$ cat config.mk
export PLATFORM = sky130hd
export DESIGN_NAME = reset_source_controller
export DESIGN_NICKNAME = d
export VERILOG_FILES = /design/src/reset_source_pkg.sv /design/src/sync_if.sv /design/src/input_filter.sv /design/src/reset_source_controller.sv
export SDC_FILE = /design/constraint.sdc
export NUM_CORES = 1
export LEC_CHECK = 0
export BUFFER_PORTS_ARGS = -buffer_cell sky130_fd_sc_hd__buf_2
export CORE_ASPECT_RATIO = 1.5
export CORE_MARGIN = 3
export CORE_UTILIZATION = 35
export CTS_CLUSTER_DIAMETER = 40
export DETAILED_ROUTE_END_ITERATION = 7
export PLACE_DENSITY_LB_ADDON = 0.3
export REMOVE_ABC_BUFFERS = 1
export SLEW_MARGIN = 15
export SYNTH_ARGS = -nofsm -noshare
export SYNTH_HDL_FRONTEND = slang
export SYNTH_SLANG_ARGS = --single-unit
$ cat constraint.sdc
create_clock -name mclk -period 3.8 [get_ports mclk]
set_clock_uncertainty 0.05 [all_clocks]
set_input_delay 0.19 -clock mclk [delete_from_list [all_inputs] [get_ports mclk]]
set_output_delay 0.19 -clock mclk [all_outputs]
set_load 0.005 [all_outputs]
$ cat src/reset_source_pkg.sv
// Constants, register map and state types for the reset source controller.
// Assumes a 50 MHz system clock and a word-addressed register bus.
package reset_source_pkg;

	// Clock rate and clock-loss timeout.
	localparam int unsigned MCLK_HZ           = 50_000_000;
	localparam int unsigned CLK_LOSS_US       = 100;
	localparam int unsigned CLK_LOSS_CYCLES   = CLK_LOSS_US * (MCLK_HZ / 1_000_000);

	// Register indices; the bus address is the word index.
	localparam logic [7:0]  MON_CTRL_IDX      = 8'hFF;
	localparam logic [7:0]  SRC_IDX           = 8'hEF;

	// Monitor control register fields.
	localparam int unsigned MON_EN_BIT        = 7;
	localparam int unsigned SUPPLY_BIT        = 6;
	localparam logic        MON_EN_RESET      = 1'b1;

	// Reset source register fields.
	localparam int unsigned PIN_BIT           = 0;
	localparam int unsigned PWR_BIT           = 1;
	localparam int unsigned LOSS_BIT          = 2;
	localparam int unsigned WDOG_BIT          = 3;
	localparam int unsigned SOFT_BIT          = 4;
	localparam int unsigned COMP_BIT          = 5;
	localparam int unsigned FLASH_BIT         = 6;
	localparam logic [6:0]  FLAGS_RESET       = 7'h02;
	localparam logic [6:0]  FLAGS_WRITABLE    = 7'h26;
	localparam logic [6:0]  INTERNAL_CAUSES   = 7'h7C;

	// Highest legal user code address.
	localparam logic [15:0] CODE_LIMIT        = 16'h3DFF;

	// Reset stretch and pin blanking after release, in cycles.
	localparam logic [7:0]  HOLD_CYCLES       = 8'h10;
	localparam logic [7:0]  SETTLE_CYCLES     = 8'h04;

	// Synchroniser idle levels: pin high, supply good, comparator not low, clock low.
	localparam logic [3:0]  SYNC_RESET        = 4'h3;

	typedef enum logic [1:0] {
		ST_RUN,
		ST_HOLD,
		ST_SETTLE
	} ctrl_state_t;

endpackage

$ cat src/sync_if.sv
// Carries raw asynchronous levels to the input filter and clean levels back.
// Assumes both ends run on the same system clock.
`timescale 1ns/10ps
interface sync_if #(parameter int W = 4);
	logic [W-1:0] raw;
	logic [W-1:0] clean;
	modport owner  (output raw, input clean);
	modport filter (input raw, output clean);
endinterface

$ cat src/input_filter.sv
// Three-stage synchroniser with agreement filter for asynchronous inputs.
// Assumes inputs may change at any time relative to mclk.
`timescale 1ns/10ps
module input_filter #(
	parameter int              W       = 4,
	parameter logic [W-1:0]    INIT    = '0
) (
	// Clock and reset.
	input  wire logic          mclk,
	input  wire logic          sys_rst,
	// Raw in, filtered out.
	sync_if.filter             port
);

	typedef struct packed {
		logic [W-1:0] s1;
		logic [W-1:0] s2;
		logic [W-1:0] s3;
		logic [W-1:0] clean;
	} filt_state_t;

	filt_state_t q;
	filt_state_t d;

	// A change is accepted once stages two and three agree.
	always_comb begin
		d = q;
		d.s1 = port.raw;
		d.s2 = q.s1;
		d.s3 = q.s2;
		for (int i = 0; i < W; i++) begin
			if (q.s2[i] == q.s3[i]) begin
				d.clean[i] = q.s3[i];
			end
		end
	end

	always_ff @(posedge mclk or posedge sys_rst) begin
		if (sys_rst) begin
			q <= {INIT, INIT, INIT, INIT};
		end else begin
			q <= d;
		end
	end

	assign port.clean = q.clean;

endmodule

$ cat src/reset_source_controller.sv
// Reset source controller: gathers reset causes, stretches the system reset
// and records which source caused the last one.
// Assumes sys_rst is the power-on reset and all event inputs share mclk.
`timescale 1ns/10ps
// Notes on behaviour
// Monitor enable gates supply monitor resets.
// Software lets monitor settle before selecting.
// Supply status bit shows live monitor.
// Low six monitor bits read zero.
// Low reset pin holds device reset.
// Pin reset sets pin flag on exit.
// Stuck clock over timeout forces reset.
// Clock-loss flag reads one after own reset.
// Clock-loss flag write enables the detector.
// Internal resets never drive the pin.
// Writing comparator flag enables comparator reset.
// Comparator low output holds reset.
// Software lets comparator settle before enabling.
// Comparator flag reads one after own reset.
// Watchdog overflow resets, sets watchdog flag.
// Enabled data write above limit resets.
// Code read above limit resets.
// Branch above limit resets.
// Security-blocked flash access resets.
// Flash faults set flash flag.
// Software flag write forces reset, reads one.
// Power flag on power resets, cleared otherwise.
// Only the causing flag reads one after reset.
module reset_source_controller #(
	parameter int unsigned          LOSS_CYCLES = reset_source_pkg::CLK_LOSS_CYCLES
) (
	// Clock and reset.
	input  wire logic               mclk,
	input  wire logic               sys_rst,
	// Avalon-MM register slave.
	input  wire logic [7:0]         avs_address,
	input  wire logic               avs_read,
	input  wire logic               avs_write,
	input  wire logic [31:0]        avs_writedata,
	output logic [31:0]             avs_readdata,
	output logic                    avs_waitrequest,
	// External reset pin, split into its three signals.
	input  wire logic               rstPinInN,
	output logic                    rstPinOut,
	output logic                    rstPinOeN,
	// Asynchronous analog and clock status inputs.
	input  wire logic               supplyAboveIn,
	input  wire logic               compBelowIn,
	input  wire logic               coreClkIn,
	// Same-clock event inputs.
	input  wire logic               watchdogOverflow,
	input  wire logic               flashWriteEnable,
	input  wire logic               extWriteValid,
	input  wire logic [15:0]        extWriteAddr,
	input  wire logic               codeReadValid,
	input  wire logic [15:0]        codeReadAddr,
	input  wire logic               branchValid,
	input  wire logic [15:0]        branchAddr,
	input  wire logic               securityBlock,
	// System reset to the rest of the device.
	output logic                    systemReset
);
	import reset_source_pkg::*;

	typedef struct packed {
		ctrl_state_t  st;
		logic [7:0]   cnt;
		logic [6:0]   flags;
		logic [6:0]   cause;
		logic         monEn;
		logic         swReq;
		logic         waitReq;
		logic [7:0]   rdData;
		logic         sysRst;
		logic         pinOeN;
		logic         pinOut;
		logic         clkPrev;
		logic [31:0]  lossCnt;
	} ctrl_t;

	ctrl_t q;
	ctrl_t d;

	sync_if #(.W(4)) syn ();

	input_filter #(
		.W    (4),
		.INIT (SYNC_RESET)
	) u_filter (
		.mclk    (mclk),
		.sys_rst (sys_rst),
		.port    (syn)
	);

	assign syn.raw = {coreClkIn, compBelowIn, supplyAboveIn, rstPinInN};

	logic        pinLow;
	logic        supplyAbove;
	logic        compBelow;
	logic        coreClk;
	logic        flashFault;
	logic        lossTrip;
	logic        levelHold;
	logic [6:0]  trig;
	logic        busAck;

	assign pinLow      = !syn.clean[0];
	assign supplyAbove = syn.clean[1];
	assign compBelow   = syn.clean[2];
	assign coreClk     = syn.clean[3];

	function automatic logic aboveCode(input logic [15:0] addr);
		return addr > CODE_LIMIT;
	endfunction

	// Keeps the highest-priority cause only, power first, then pin.
	function automatic logic [6:0] pickCause(input logic [6:0] t);
		logic [6:0] r;
		r = '0;
		if (t[PWR_BIT]) begin
			r[PWR_BIT] = 1'b1;
		end else if (t[PIN_BIT]) begin
			r[PIN_BIT] = 1'b1;
		end else begin
			for (int i = 6; i >= 2; i--) begin
				if (t[i] && r == '0) begin
					r[i] = 1'b1;
				end
			end
		end
		return r;
	endfunction

	// flash fault sources.
	assign flashFault = (flashWriteEnable && extWriteValid && aboveCode(extWriteAddr))
		|| (codeReadValid && aboveCode(codeReadAddr))
		|| (branchValid && aboveCode(branchAddr))
		|| securityBlock;

	// clock stuck past timeout.
	assign lossTrip = q.flags[LOSS_BIT] && (q.lossCnt >= LOSS_CYCLES);

	// level sources hold reset.
	// A pin that the device itself pulls low does not stretch its own reset.
	assign levelHold = (pinLow && q.pinOeN)
		|| (q.flags[COMP_BIT] && compBelow)
		|| (q.monEn && q.flags[PWR_BIT] && !supplyAbove);

	always_comb begin
		trig = '0;
		trig[PIN_BIT]   = pinLow;
		trig[PWR_BIT]   = q.monEn && q.flags[PWR_BIT] && !supplyAbove;
		trig[LOSS_BIT]  = lossTrip;
		trig[WDOG_BIT]  = watchdogOverflow;
		trig[SOFT_BIT]  = q.swReq;
		trig[COMP_BIT]  = q.flags[COMP_BIT] && compBelow;
		trig[FLASH_BIT] = flashFault;
	end

	assign busAck = !q.waitReq && (avs_read || avs_write);

	always_comb begin
		d = q;
		d.pinOut = 1'b0;
		d.swReq = 1'b0;
		// Bus: wait one cycle, then answer with waitrequest low for one cycle.
		if (busAck) begin
			d.waitReq = 1'b1;
		end else if (avs_read || avs_write) begin
			d.waitReq = 1'b0;
			d.rdData = '0;
			if (avs_address == MON_CTRL_IDX) begin
				// live status, low bits zero.
				d.rdData[MON_EN_BIT] = q.monEn;
				d.rdData[SUPPLY_BIT] = supplyAbove;
			end else if (avs_address == SRC_IDX) begin
				d.rdData = {1'b0, q.flags};
			end
		end
		if (busAck && avs_write) begin
			if (avs_address == MON_CTRL_IDX) begin
				d.monEn = avs_writedata[MON_EN_BIT];
			end else if (avs_address == SRC_IDX) begin
				// enable bits take the written value.
				d.flags = (q.flags & ~FLAGS_WRITABLE) | (avs_writedata[6:0] & FLAGS_WRITABLE);
				// forcing write.
				d.swReq = avs_writedata[SOFT_BIT];
			end
		end
		// Clock-loss counter restarts on each edge of the watched clock.
		d.clkPrev = coreClk;
		if (!q.flags[LOSS_BIT] || coreClk != q.clkPrev || q.st != ST_RUN) begin
			d.lossCnt = '0;
		end else if (!lossTrip) begin
			d.lossCnt = q.lossCnt + 32'h0000_0001;
		end
		case (q.st)
			ST_RUN: begin
				if (trig != '0) begin
					d.st = ST_HOLD;
					d.cause = pickCause(trig);
					d.cnt = HOLD_CYCLES;
					d.sysRst = 1'b1;
					// only supply resets drive the pin.
					d.pinOeN = !trig[PWR_BIT];
				end
			end
			ST_HOLD: begin
				// pin low keeps the device held.
				if (levelHold) begin
					d.cnt = HOLD_CYCLES;
				end else if (q.cnt != '0) begin
					d.cnt = q.cnt - 8'h01;
				end else begin
					d.st = ST_SETTLE;
					d.cnt = SETTLE_CYCLES;
					d.sysRst = 1'b0;
					d.pinOeN = 1'b1;
					// latch cause on exit.
					d.flags = q.cause;
				end
			end
			ST_SETTLE: begin
				if (q.cnt != '0) begin
					d.cnt = q.cnt - 8'h01;
				end else begin
					d.st = ST_RUN;
				end
			end
			default: begin
				d.st = ST_RUN;
			end
		endcase
	end

	always_ff @(posedge mclk or posedge sys_rst) begin
		if (sys_rst) begin
			q.st      <= ST_RUN;
			q.cnt     <= '0;
			q.flags   <= FLAGS_RESET;
			q.cause   <= FLAGS_RESET;
			q.monEn   <= MON_EN_RESET;
			q.swReq   <= 1'b0;
			q.waitReq <= 1'b1;
			q.rdData  <= '0;
			q.sysRst  <= 1'b0;
			q.pinOeN  <= 1'b1;
			q.pinOut  <= 1'b0;
			q.clkPrev <= 1'b0;
			q.lossCnt <= '0;
		end else begin
			q <= d;
		end
	end

	assign avs_readdata    = {24'h00_0000, q.rdData};
	assign avs_waitrequest = q.waitReq;
	assign rstPinOut       = q.pinOut;
	assign rstPinOeN       = q.pinOeN;
	assign systemReset     = q.sysRst;

	chk_mon_gate: assert property (@(posedge mclk) disable iff (sys_rst)
		($rose(q.sysRst) && q.cause[PWR_BIT]) |-> $past(q.monEn && q.flags[PWR_BIT]))
		else $error("Supply reset without monitor enabled and selected.");

	chk_status_live: assert property (@(posedge mclk) disable iff (sys_rst)
		(!q.waitReq && $past(q.waitReq) && avs_read && avs_address == MON_CTRL_IDX)
		|-> avs_readdata[SUPPLY_BIT] == $past(supplyAbove))
		else $error("Supply status bit does not follow the monitor.");

	chk_reserved_zero: assert property (@(posedge mclk) disable iff (sys_rst)
		(!q.waitReq && avs_read && avs_address == MON_CTRL_IDX) |-> avs_readdata[5:0] == 6'h00)
		else $error("Reserved monitor bits not zero.");

	chk_pin_hold: assert property (@(posedge mclk) disable iff (sys_rst)
		(q.st == ST_HOLD && pinLow && q.pinOeN) |=> (q.sysRst && q.st == ST_HOLD))
		else $error("Reset released while pin low.");

	chk_pin_flag: assert property (@(posedge mclk) disable iff (sys_rst)
		($fell(q.sysRst) && q.cause[PIN_BIT]) |-> q.flags[PIN_BIT])
		else $error("Pin flag not set after pin reset.");

	chk_loss_reset: assert property (@(posedge mclk) disable iff (sys_rst)
		(q.st == ST_RUN && lossTrip) |=> q.sysRst)
		else $error("Clock loss did not reset.");

	chk_no_pin_drive: assert property (@(posedge mclk) disable iff (sys_rst)
		(q.sysRst && (q.cause & INTERNAL_CAUSES) != '0) |-> q.pinOeN)
		else $error("Internal reset drove the pin.");

	chk_flash_reset: assert property (@(posedge mclk) disable iff (sys_rst)
		(q.st == ST_RUN && flashFault) |=> (q.sysRst && q.cause != '0))
		else $error("Flash fault did not reset.");

	chk_soft_force: assert property (@(posedge mclk) disable iff (sys_rst)
		(busAck && avs_write && avs_address == SRC_IDX && avs_writedata[SOFT_BIT]
			&& q.st == ST_RUN && trig == '0) |-> ##2 q.sysRst)
		else $error("Software force did not reset.");

	chk_cause_latch: assert property (@(posedge mclk) disable iff (sys_rst)
		$fell(q.sysRst) |-> (q.flags == q.cause && $countones(q.flags) == 1))
		else $error("Flags do not show a single cause after reset.");

	chk_loss_flag: assert property (@(posedge mclk) disable iff (sys_rst)
		($fell(q.sysRst) && q.cause[LOSS_BIT]) |-> q.flags[LOSS_BIT])
		else $error("Clock-loss flag not set after clock-loss reset.");

	chk_loss_off: assert property (@(posedge mclk) disable iff (sys_rst)
		!q.flags[LOSS_BIT] |=> (q.lossCnt == 32'h0000_0000))
		else $error("Clock-loss counter runs while disabled.");

	chk_pin_owner: assert property (@(posedge mclk) disable iff (sys_rst)
		!q.pinOeN |-> (q.sysRst && q.cause[PWR_BIT]))
		else $error("Pin driven outside a supply reset.");

	chk_comp_reset: assert property (@(posedge mclk) disable iff (sys_rst)
		(q.st == ST_RUN && q.flags[COMP_BIT] && compBelow) |=> q.sysRst)
		else $error("Enabled comparator did not reset.");

	chk_comp_hold: assert property (@(posedge mclk) disable iff (sys_rst)
		(q.st == ST_HOLD && q.flags[COMP_BIT] && compBelow) |=> (q.sysRst && q.st == ST_HOLD))
		else $error("Reset released while comparator low.");

	chk_comp_flag: assert property (@(posedge mclk) disable iff (sys_rst)
		($fell(q.sysRst) && q.cause[COMP_BIT]) |-> q.flags[COMP_BIT])
		else $error("Comparator flag not set after comparator reset.");

	chk_wdog_flag: assert property (@(posedge mclk) disable iff (sys_rst)
		($fell(q.sysRst) && q.cause[WDOG_BIT]) |-> q.flags[WDOG_BIT])
		else $error("Watchdog flag not set after watchdog reset.");

	chk_flash_flag: assert property (@(posedge mclk) disable iff (sys_rst)
		($fell(q.sysRst) && q.cause[FLASH_BIT]) |-> q.flags[FLASH_BIT])
		else $error("Flash flag not set after flash fault reset.");

	chk_soft_flag: assert property (@(posedge mclk) disable iff (sys_rst)
		($fell(q.sysRst) && q.cause[SOFT_BIT]) |-> q.flags[SOFT_BIT])
		else $error("Software flag not set after forced reset.");

	chk_power_flag: assert property (@(posedge mclk) disable iff (sys_rst)
		($fell(q.sysRst) && q.cause[PWR_BIT]) |-> q.flags[PWR_BIT])
		else $error("Power flag not set after supply reset.");

endmodule

==> impl_results.md, run 1 <==
- Outcome: finished clean
- Final hold vios: 0
- Multi-input gate area: between 0.0015 and 0.002 mm^2
- Core area: 0.0111 mm^2
- Antenna Cells: 0
- Total CTS buffers: 9
- Root buf cell: clkbuf_16
- Peak VDD IR: between 0.15 and 0.2 mV
- H-tree level count: 3
- Post-cts repair resize count: 0
- Io pins: 138
- CTS sink cnt: 86
- Num rows: 47
- Crit start category: flip-flop
- Fill cell count: ~1,100
- Post-layout power: approximately 2.6 mW
- Hpwl dp: ~5500 um
- Layout area overhead: 16.5%
- RSZ-0062 raised after global routing: false
- CP delay by family, top: compound AO/OA/AOI/OAI gates
- Worst Tran Pin Value: slightly above 1 ns
- Drt drc: 0
- Clock share of power: 33.1%
- WS Path Type: flip-flop to flip-flop
- Crit path time final: 2.61 ns
- Sw frac: a little under a third
- Routability Congestion: 0.752
- Most instantiated cells after synthesis: 73 x dfrtp_1, 34 x buf_4, 22 x and2_1
- Predominant post-synthesis flop cell: dfrtp_1
- Yosys warnings: 0
- Ys async rst share: 100%
- Die area: 0.0127 mm^2
- Max clock buf depth: 2
- Switch Pwr: 795 uW
- Worst slack at placement: approximately 1.2 ns
- Wire per inst: between 10 and 15 um
- Number of global-route vias before repair: 2,680
- PortBufs: 58
- Worst EP required: roughly 4.0 ns
- Leakage power: 2.09 nW
- GR Util All Layers: 12.3%
- Clock transition at path regs: about 0.060 ns
- Max Freq: 383 MHz
- Reg power frac: 43.3%
- NumNets Final: 532
- Syn_area_per_cell: 11.0 um^2
- CP cell instances: nor4_1 > nand4_1 > a211oi_2 > o2111ai_2 > nand2_1 > mux2_2
- Final setup TNS: 0 ns
- Util after Layout: 41.9%
- CP Max Fanout: 9
- Total grt overflow: 0
- Final setup fails: 0
- Sequential fraction of the synthesis area: 54.5%
- Post-synth cell types: 50
- DR pass1 iterations: 4
- Largest net degree at the start of global routing: 54
- Critical Path Max Stage Delay: 0.53 ns
- CTS tree: yes
- Yosys top cell area share: 45.9%
- Sequential cell area: 0.00217 mm^2
- Post-route clock period utilization: 68.7%
- Max-slew violation count: 0
- First-pass GRT wire length: 12,600 um
- Hold crit path type: input port to flip-flop
- Synth area leader: dfrtp_1
- DR iter-0 viols: 78
- Die span in x: 93.1 um
- Comb pwr share: a little under a quarter
- Data arrival, critical path: 2.78 ns
- DR vias: about 2,800
- Final WL: 7440 um
- Final ANT Viol Nets: 0
- Synth Instances: 362
- Height of the die: about 140 um
- Top-count cell post-synth: dfrtp_1
- Layout cell share with drive strength beyond 1: 25.0%
- Synth Register Bits: 86
- Antenna violations before repair: 0
- Initial Util: a little over a third
- Slowest stage cell, crit path: a211oi_2
- Area contributors post-synth: dfrtp_1 46%, dfstp_2 8.6%, buf_4 6.4%
- Postcts setup bufs: 0
- Post-synth EDFFs: 0
- DR vias/cell: around 4.9
- Max Cap Viol: 0
- P_int: 1.80 mW
- Worst setup EP type: flip-flop
- Relative slew slack: 30.7%
- Worst path buffer plus inverter count: 0
- Mapped Area: 0.00398 mm^2
- Skew-Pair Late Insertion Delay: 0.33 ns
- Setup WS post-layout: 1.19 ns
- Power Dens Cells: between 500 and 600 mW/mm^2
registers in the layout (all words and copies together) (netlist names):
register and count:
q 59, rstPinOeN 1, u_filter.q 4, u_filter.d 8
avs_waitrequest 1, systemReset 1, u_filter.port.clean 4, avs_readdata 8
final cells by class:
class,count,area share (%)
Clock buffer,11,5.02
Clock inverter,5,1.32
Inverter,14,1.16
Multi-Input combinational cell,245,33.8
Sequential cell,86,46.8
Tap cell,147,3.97
Timing Repair Buffer,67,7.99
routing by layer:
| layer | global-route usage, % | up-vias | wire length [um] |
|---|---|---|---|
| li1 | - | 1350 | - |
| met5 | 0 | - | 0 |
| met2 | 21.5 | 45 | 3990 |
| met1 | 14.5 | 1415 | 3080 |
| met4 | 5.38 | 0 | 131 |
| met3 | 2.48 | 10 | 231 |
timing repair:
item                                    CTS  global route
endpoints found under the hold margin    30             0
hold buffers                              5             0
endpoints found under the setup margin    0             0
cells by family after synthesis:
family | count (synthesis) | share of synthesized area [%]
other | 1 | 0.0942
buffers and inverters | 55 | 8.43
AO/OA/AOI/OAI | 73 | 12.8
flip-flops | 86 | 54.5
AND/OR/NAND/NOR | 116 | 15.9
multiplexers | 13 | 3.52
XOR/XNOR | 7 | 1.54
adder cells (fa/ha/maj) | 11 | 3.21
through the flow:
step	cell area, um^2	hold WS, ns	cells
after floorplan	3790	0.144	345
after global placement	4290	0.210	554
after detailed placement	4290	0.214	554
after CTS	4640	0.00970	575
after global routing	4640	0.00914	575
final	4640	0.0214	575
power by group through the flow:
stage / Sequential (mW) / Clock (mW) / Combinational (mW)
finish: 1.12 / 0.857 / 0.612
floorplan: 1.11 / 0 / 0.453
global placement: 1.13 / 0 / 0.596
global route: 1.14 / 0.927 / 0.696
detailed placement: 1.14 / 0 / 0.616
CTS: 1.12 / 0.887 / 0.622
worst reg2reg max path: cells and delay by family, from the launching register on:
family             cells  cell delay (ns)
AOI/OAI and AO/OA      2             0.87
DFF                    1             0.38
muxes                  1             0.37
and+or+nand+nor        3             0.83
layout by cell type (no fill, tap or decap), types with 5 or more instances in the layout:
cell type       n
xnor2_1         5
a22o_1          8
inv_1          13
dlygate4sd3_1   5
dfstp_2        13
a21oi_1        16
ha_1            7
mux2_2          8
o21ai_0        19
nor4_1          7
dfrtp_1        73
nor2_1         19
o211ai_1       10
nand4_1         8
buf_2          58
nand2_1        19
and2_1         22
clkbuf_16       9
o2bb2ai_1       6
nand3_1        10
conb_1         25
mux2i_1         5
nor3_1          6
or3_1           8
path summary, 6_finish.rpt:
path	startpoint	end	slack, ns	depth (start not counted)
max	q[26]	q[61]	1.19	6
min	avs_writedata[4]	q[45]	0.02	2
max reg2reg	q[26]	q[61]	1.19	6
min reg2reg	u_filter.d[11]	u_filter.d[7]	0.30	0
max in group asynchronous	sys_rst	q[8]	2.27	4
min in group asynchronous	sys_rst	u_filter.d[11]	0.39	3
No activity file was read; power rests on OpenSTA's default activity.
==> inputs of run 2 (changes only) <==
==> constraint.sdc (replaced) <==
create_clock -name mclk -period 2.2 [get_ports mclk]
set_clock_uncertainty 0.05 [all_clocks]
set_input_delay 0.11 -clock mclk [delete_from_list [all_inputs] [get_ports mclk]]
set_output_delay 0.11 -clock mclk [all_outputs]
set_load 0.005 [all_outputs]
==> impl_results.md, run 2 (synthesized netlist as in run 1, its figures left out) <==
- Outcome: finished clean
- First-pass GRT wire length: 13,400 um
- Clock transition at path regs: 0.06 ns
- Num rows: 47
- Root buf cell: clkbuf_16
- CTS sink cnt: 86
- Layout cell share with drive strength beyond 1: 33.0%
- Die span in x: approximately 93 um
- Antenna violations before repair: 0
- Skew-Pair Late Insertion Delay: roughly 0.33 ns
- DR vias/cell: 4.77
- Core area: 0.0111 mm^2
- Power Dens Cells: 937 mW/mm^2
- Final WL: 7910 um
- Max clock buf depth: 2
- Post-Layout Inst Area: 0.00503 mm^2
- Post-route clock period utilization: 97.4%
- Routability Congestion: 0.787
- P_int: 3.25 mW
- Relative slew slack: 59.8%
- Final setup fails: 0
- Hold slack final: 0.00641 ns
- Sw frac: a little under a third
- Drt drc: 0
- CTS tree: yes
- Total grt overflow: 0
- Crit start category: flip-flop
- Max Cap Viol: 0
- Commonest non-fill, non-tap cell in the layout: dfrtp_1
- DP Area: 0.00451 mm^2
- Switch Pwr: 1.46 mW
- Hold crit path type: input port to flip-flop
- Wire per inst: 12.9 um
- Worst Tran Pin Value: 0.603 ns
- DR vias: 2,913
- DR iter-0 viols: a little over 90
- Max-slew violation count: 0
- Data arrival, critical path: 2.32 ns
- PortBufs: 58
- H-tree level count: 3
- Layout Cells excl Fill: between 600 and 700
- Slowest stage cell, crit path: or4_4
- Die area: 0.0127 mm^2
- Commonest non-fill, non-tap cells in the layout: 73 x dfrtp_1, 58 x buf_2, 34 x buf_4, 25 x conb_1, 22 x and2_1
- CP Max Fanout: 5
- Initial Util: a little over a third
- Height of the die: 137 um
- Peak VDD IR: 0.473 mV
- NumNets Final: 568
- Biggest register: q
- GR Util All Layers: a little over an eighth
- Worst setup EP type: flip-flop
- Number of global-route vias before repair: 2,907
- Layout area overhead: 26.4%
- Final setup TNS: 0 ns
- Leakage power: 2.30 nW
- Total CTS buffers: 9
- DR pass1 iterations: 4
- Max Freq: 467 MHz
- Clock share of power: 31.0%
- Hpwl dp: roughly 5800 um
- Util after Layout: about 45%
- Critical Path Max Stage Delay: about 0.56 ns
- Reg power frac: 40.7%
- Max reg flops: 59
- Worst EP required: 2.37 ns
- WS Path Type: flip-flop to flip-flop
- Io pins: 138
- RSZ-0062 raised after global routing: true
- Antenna Cells: 0
- Crit path time final: about 2.1 ns
- Placed cells: 582
- Final hold vios: 0
- CP cell instances: or4_4 > or3_4 > o21a_1 > a21oi_2 > a21oi_1 > a31o_1
- Final ANT Viol Nets: 0
- Comb pwr share: between 20% and 30%
- Largest net degree at the start of global routing: 53
-- run 2: cell count changes in the layout (fill, tap and decap cells not counted), moves of 3 or more --
cell / previous run / this run
buf_4: 4 / 34
clkbuf_8: 0 / 3
dlygate4sd3_1: 5 / 9
nor4_1: 7 / 2
nor4_2: 0 / 4
-- run 2: repair_timing --
item	CTS	global route
hold endpoints to repair	32	0
buffers inserted	1	3
gates resized for setup	7	11
hold buffers	9	0
setup endpoints to repair	14	22
pin swaps	7	8
gates cloned	0	0
-- run 2: final timing paths --
path,start,cells past startpoint,to,slack (ns)
setup reg to reg,q[64],6,q[70],0.06
hold / removal,watchdogOverflow,2,q[50],0.006
hold reg to reg,u_filter.d[11],0,u_filter.d[7],0.30
setup / recovery,q[64],6,q[70],0.06
max in group asynchronous,sys_rst,4,u_filter.d[4],1.06
min in group asynchronous,sys_rst,3,u_filter.d[7],0.32
-- run 2: final cells by class --
class / count / area (um^2)
Clock buffer: 12 / 267
Clock inverter: 4 / 30.0
Inverter: 14 / 53.8
Fill cell: 1046 / 6030
Sequential cell: 86 / 2170
Timing Repair Buffer: 103 / 667
Multi-Input combinational cell: 245 / 1660
Tap cell: 147 / 184
-- run 2: worst max-delay path, delay by kind of cell (launching register included) --
family | cells | cell delay [ns]
compound gates | 4 | 0.67
flops | 1 | 0.38
simple gates | 2 | 0.94
-- run 2: layer usage --
layer	up-vias	wire (um)	share of wire, %	GRT usage (%)
met3	13	189	2.4	2.09
met2	49	4200	53	22.7
met1	1418	3360	42	16.0
li1	1433	-	-	-
met5	-	0	0	0
met4	0	155	2.0	5.30
-- run 2: through the flow --
| step | power, mW | setup WS (ns) |
|---|---|---|
| 3_3_place_gp | 3.16 | -0.0660 |
| 3_5_place_dp | 3.19 | -0.0587 |
| 2_1_floorplan | 2.70 | -0.197 |
| 5_1_grt | 5.01 | -0.0372 |
| 4_1_cts | 4.71 | 0.0127 |
| 6_report | 4.71 | 0.0569 |
-- run 2: power groups by stage --
stage	Sequential (mW)	Clock, mW	Combinational (mW)
global route	1.94	1.57	1.49
detailed placement	1.94	0	1.25
floorplan	1.92	0	0.783
global placement	1.94	0	1.22
CTS	1.92	1.50	1.30
finish	1.92	1.46	1.33
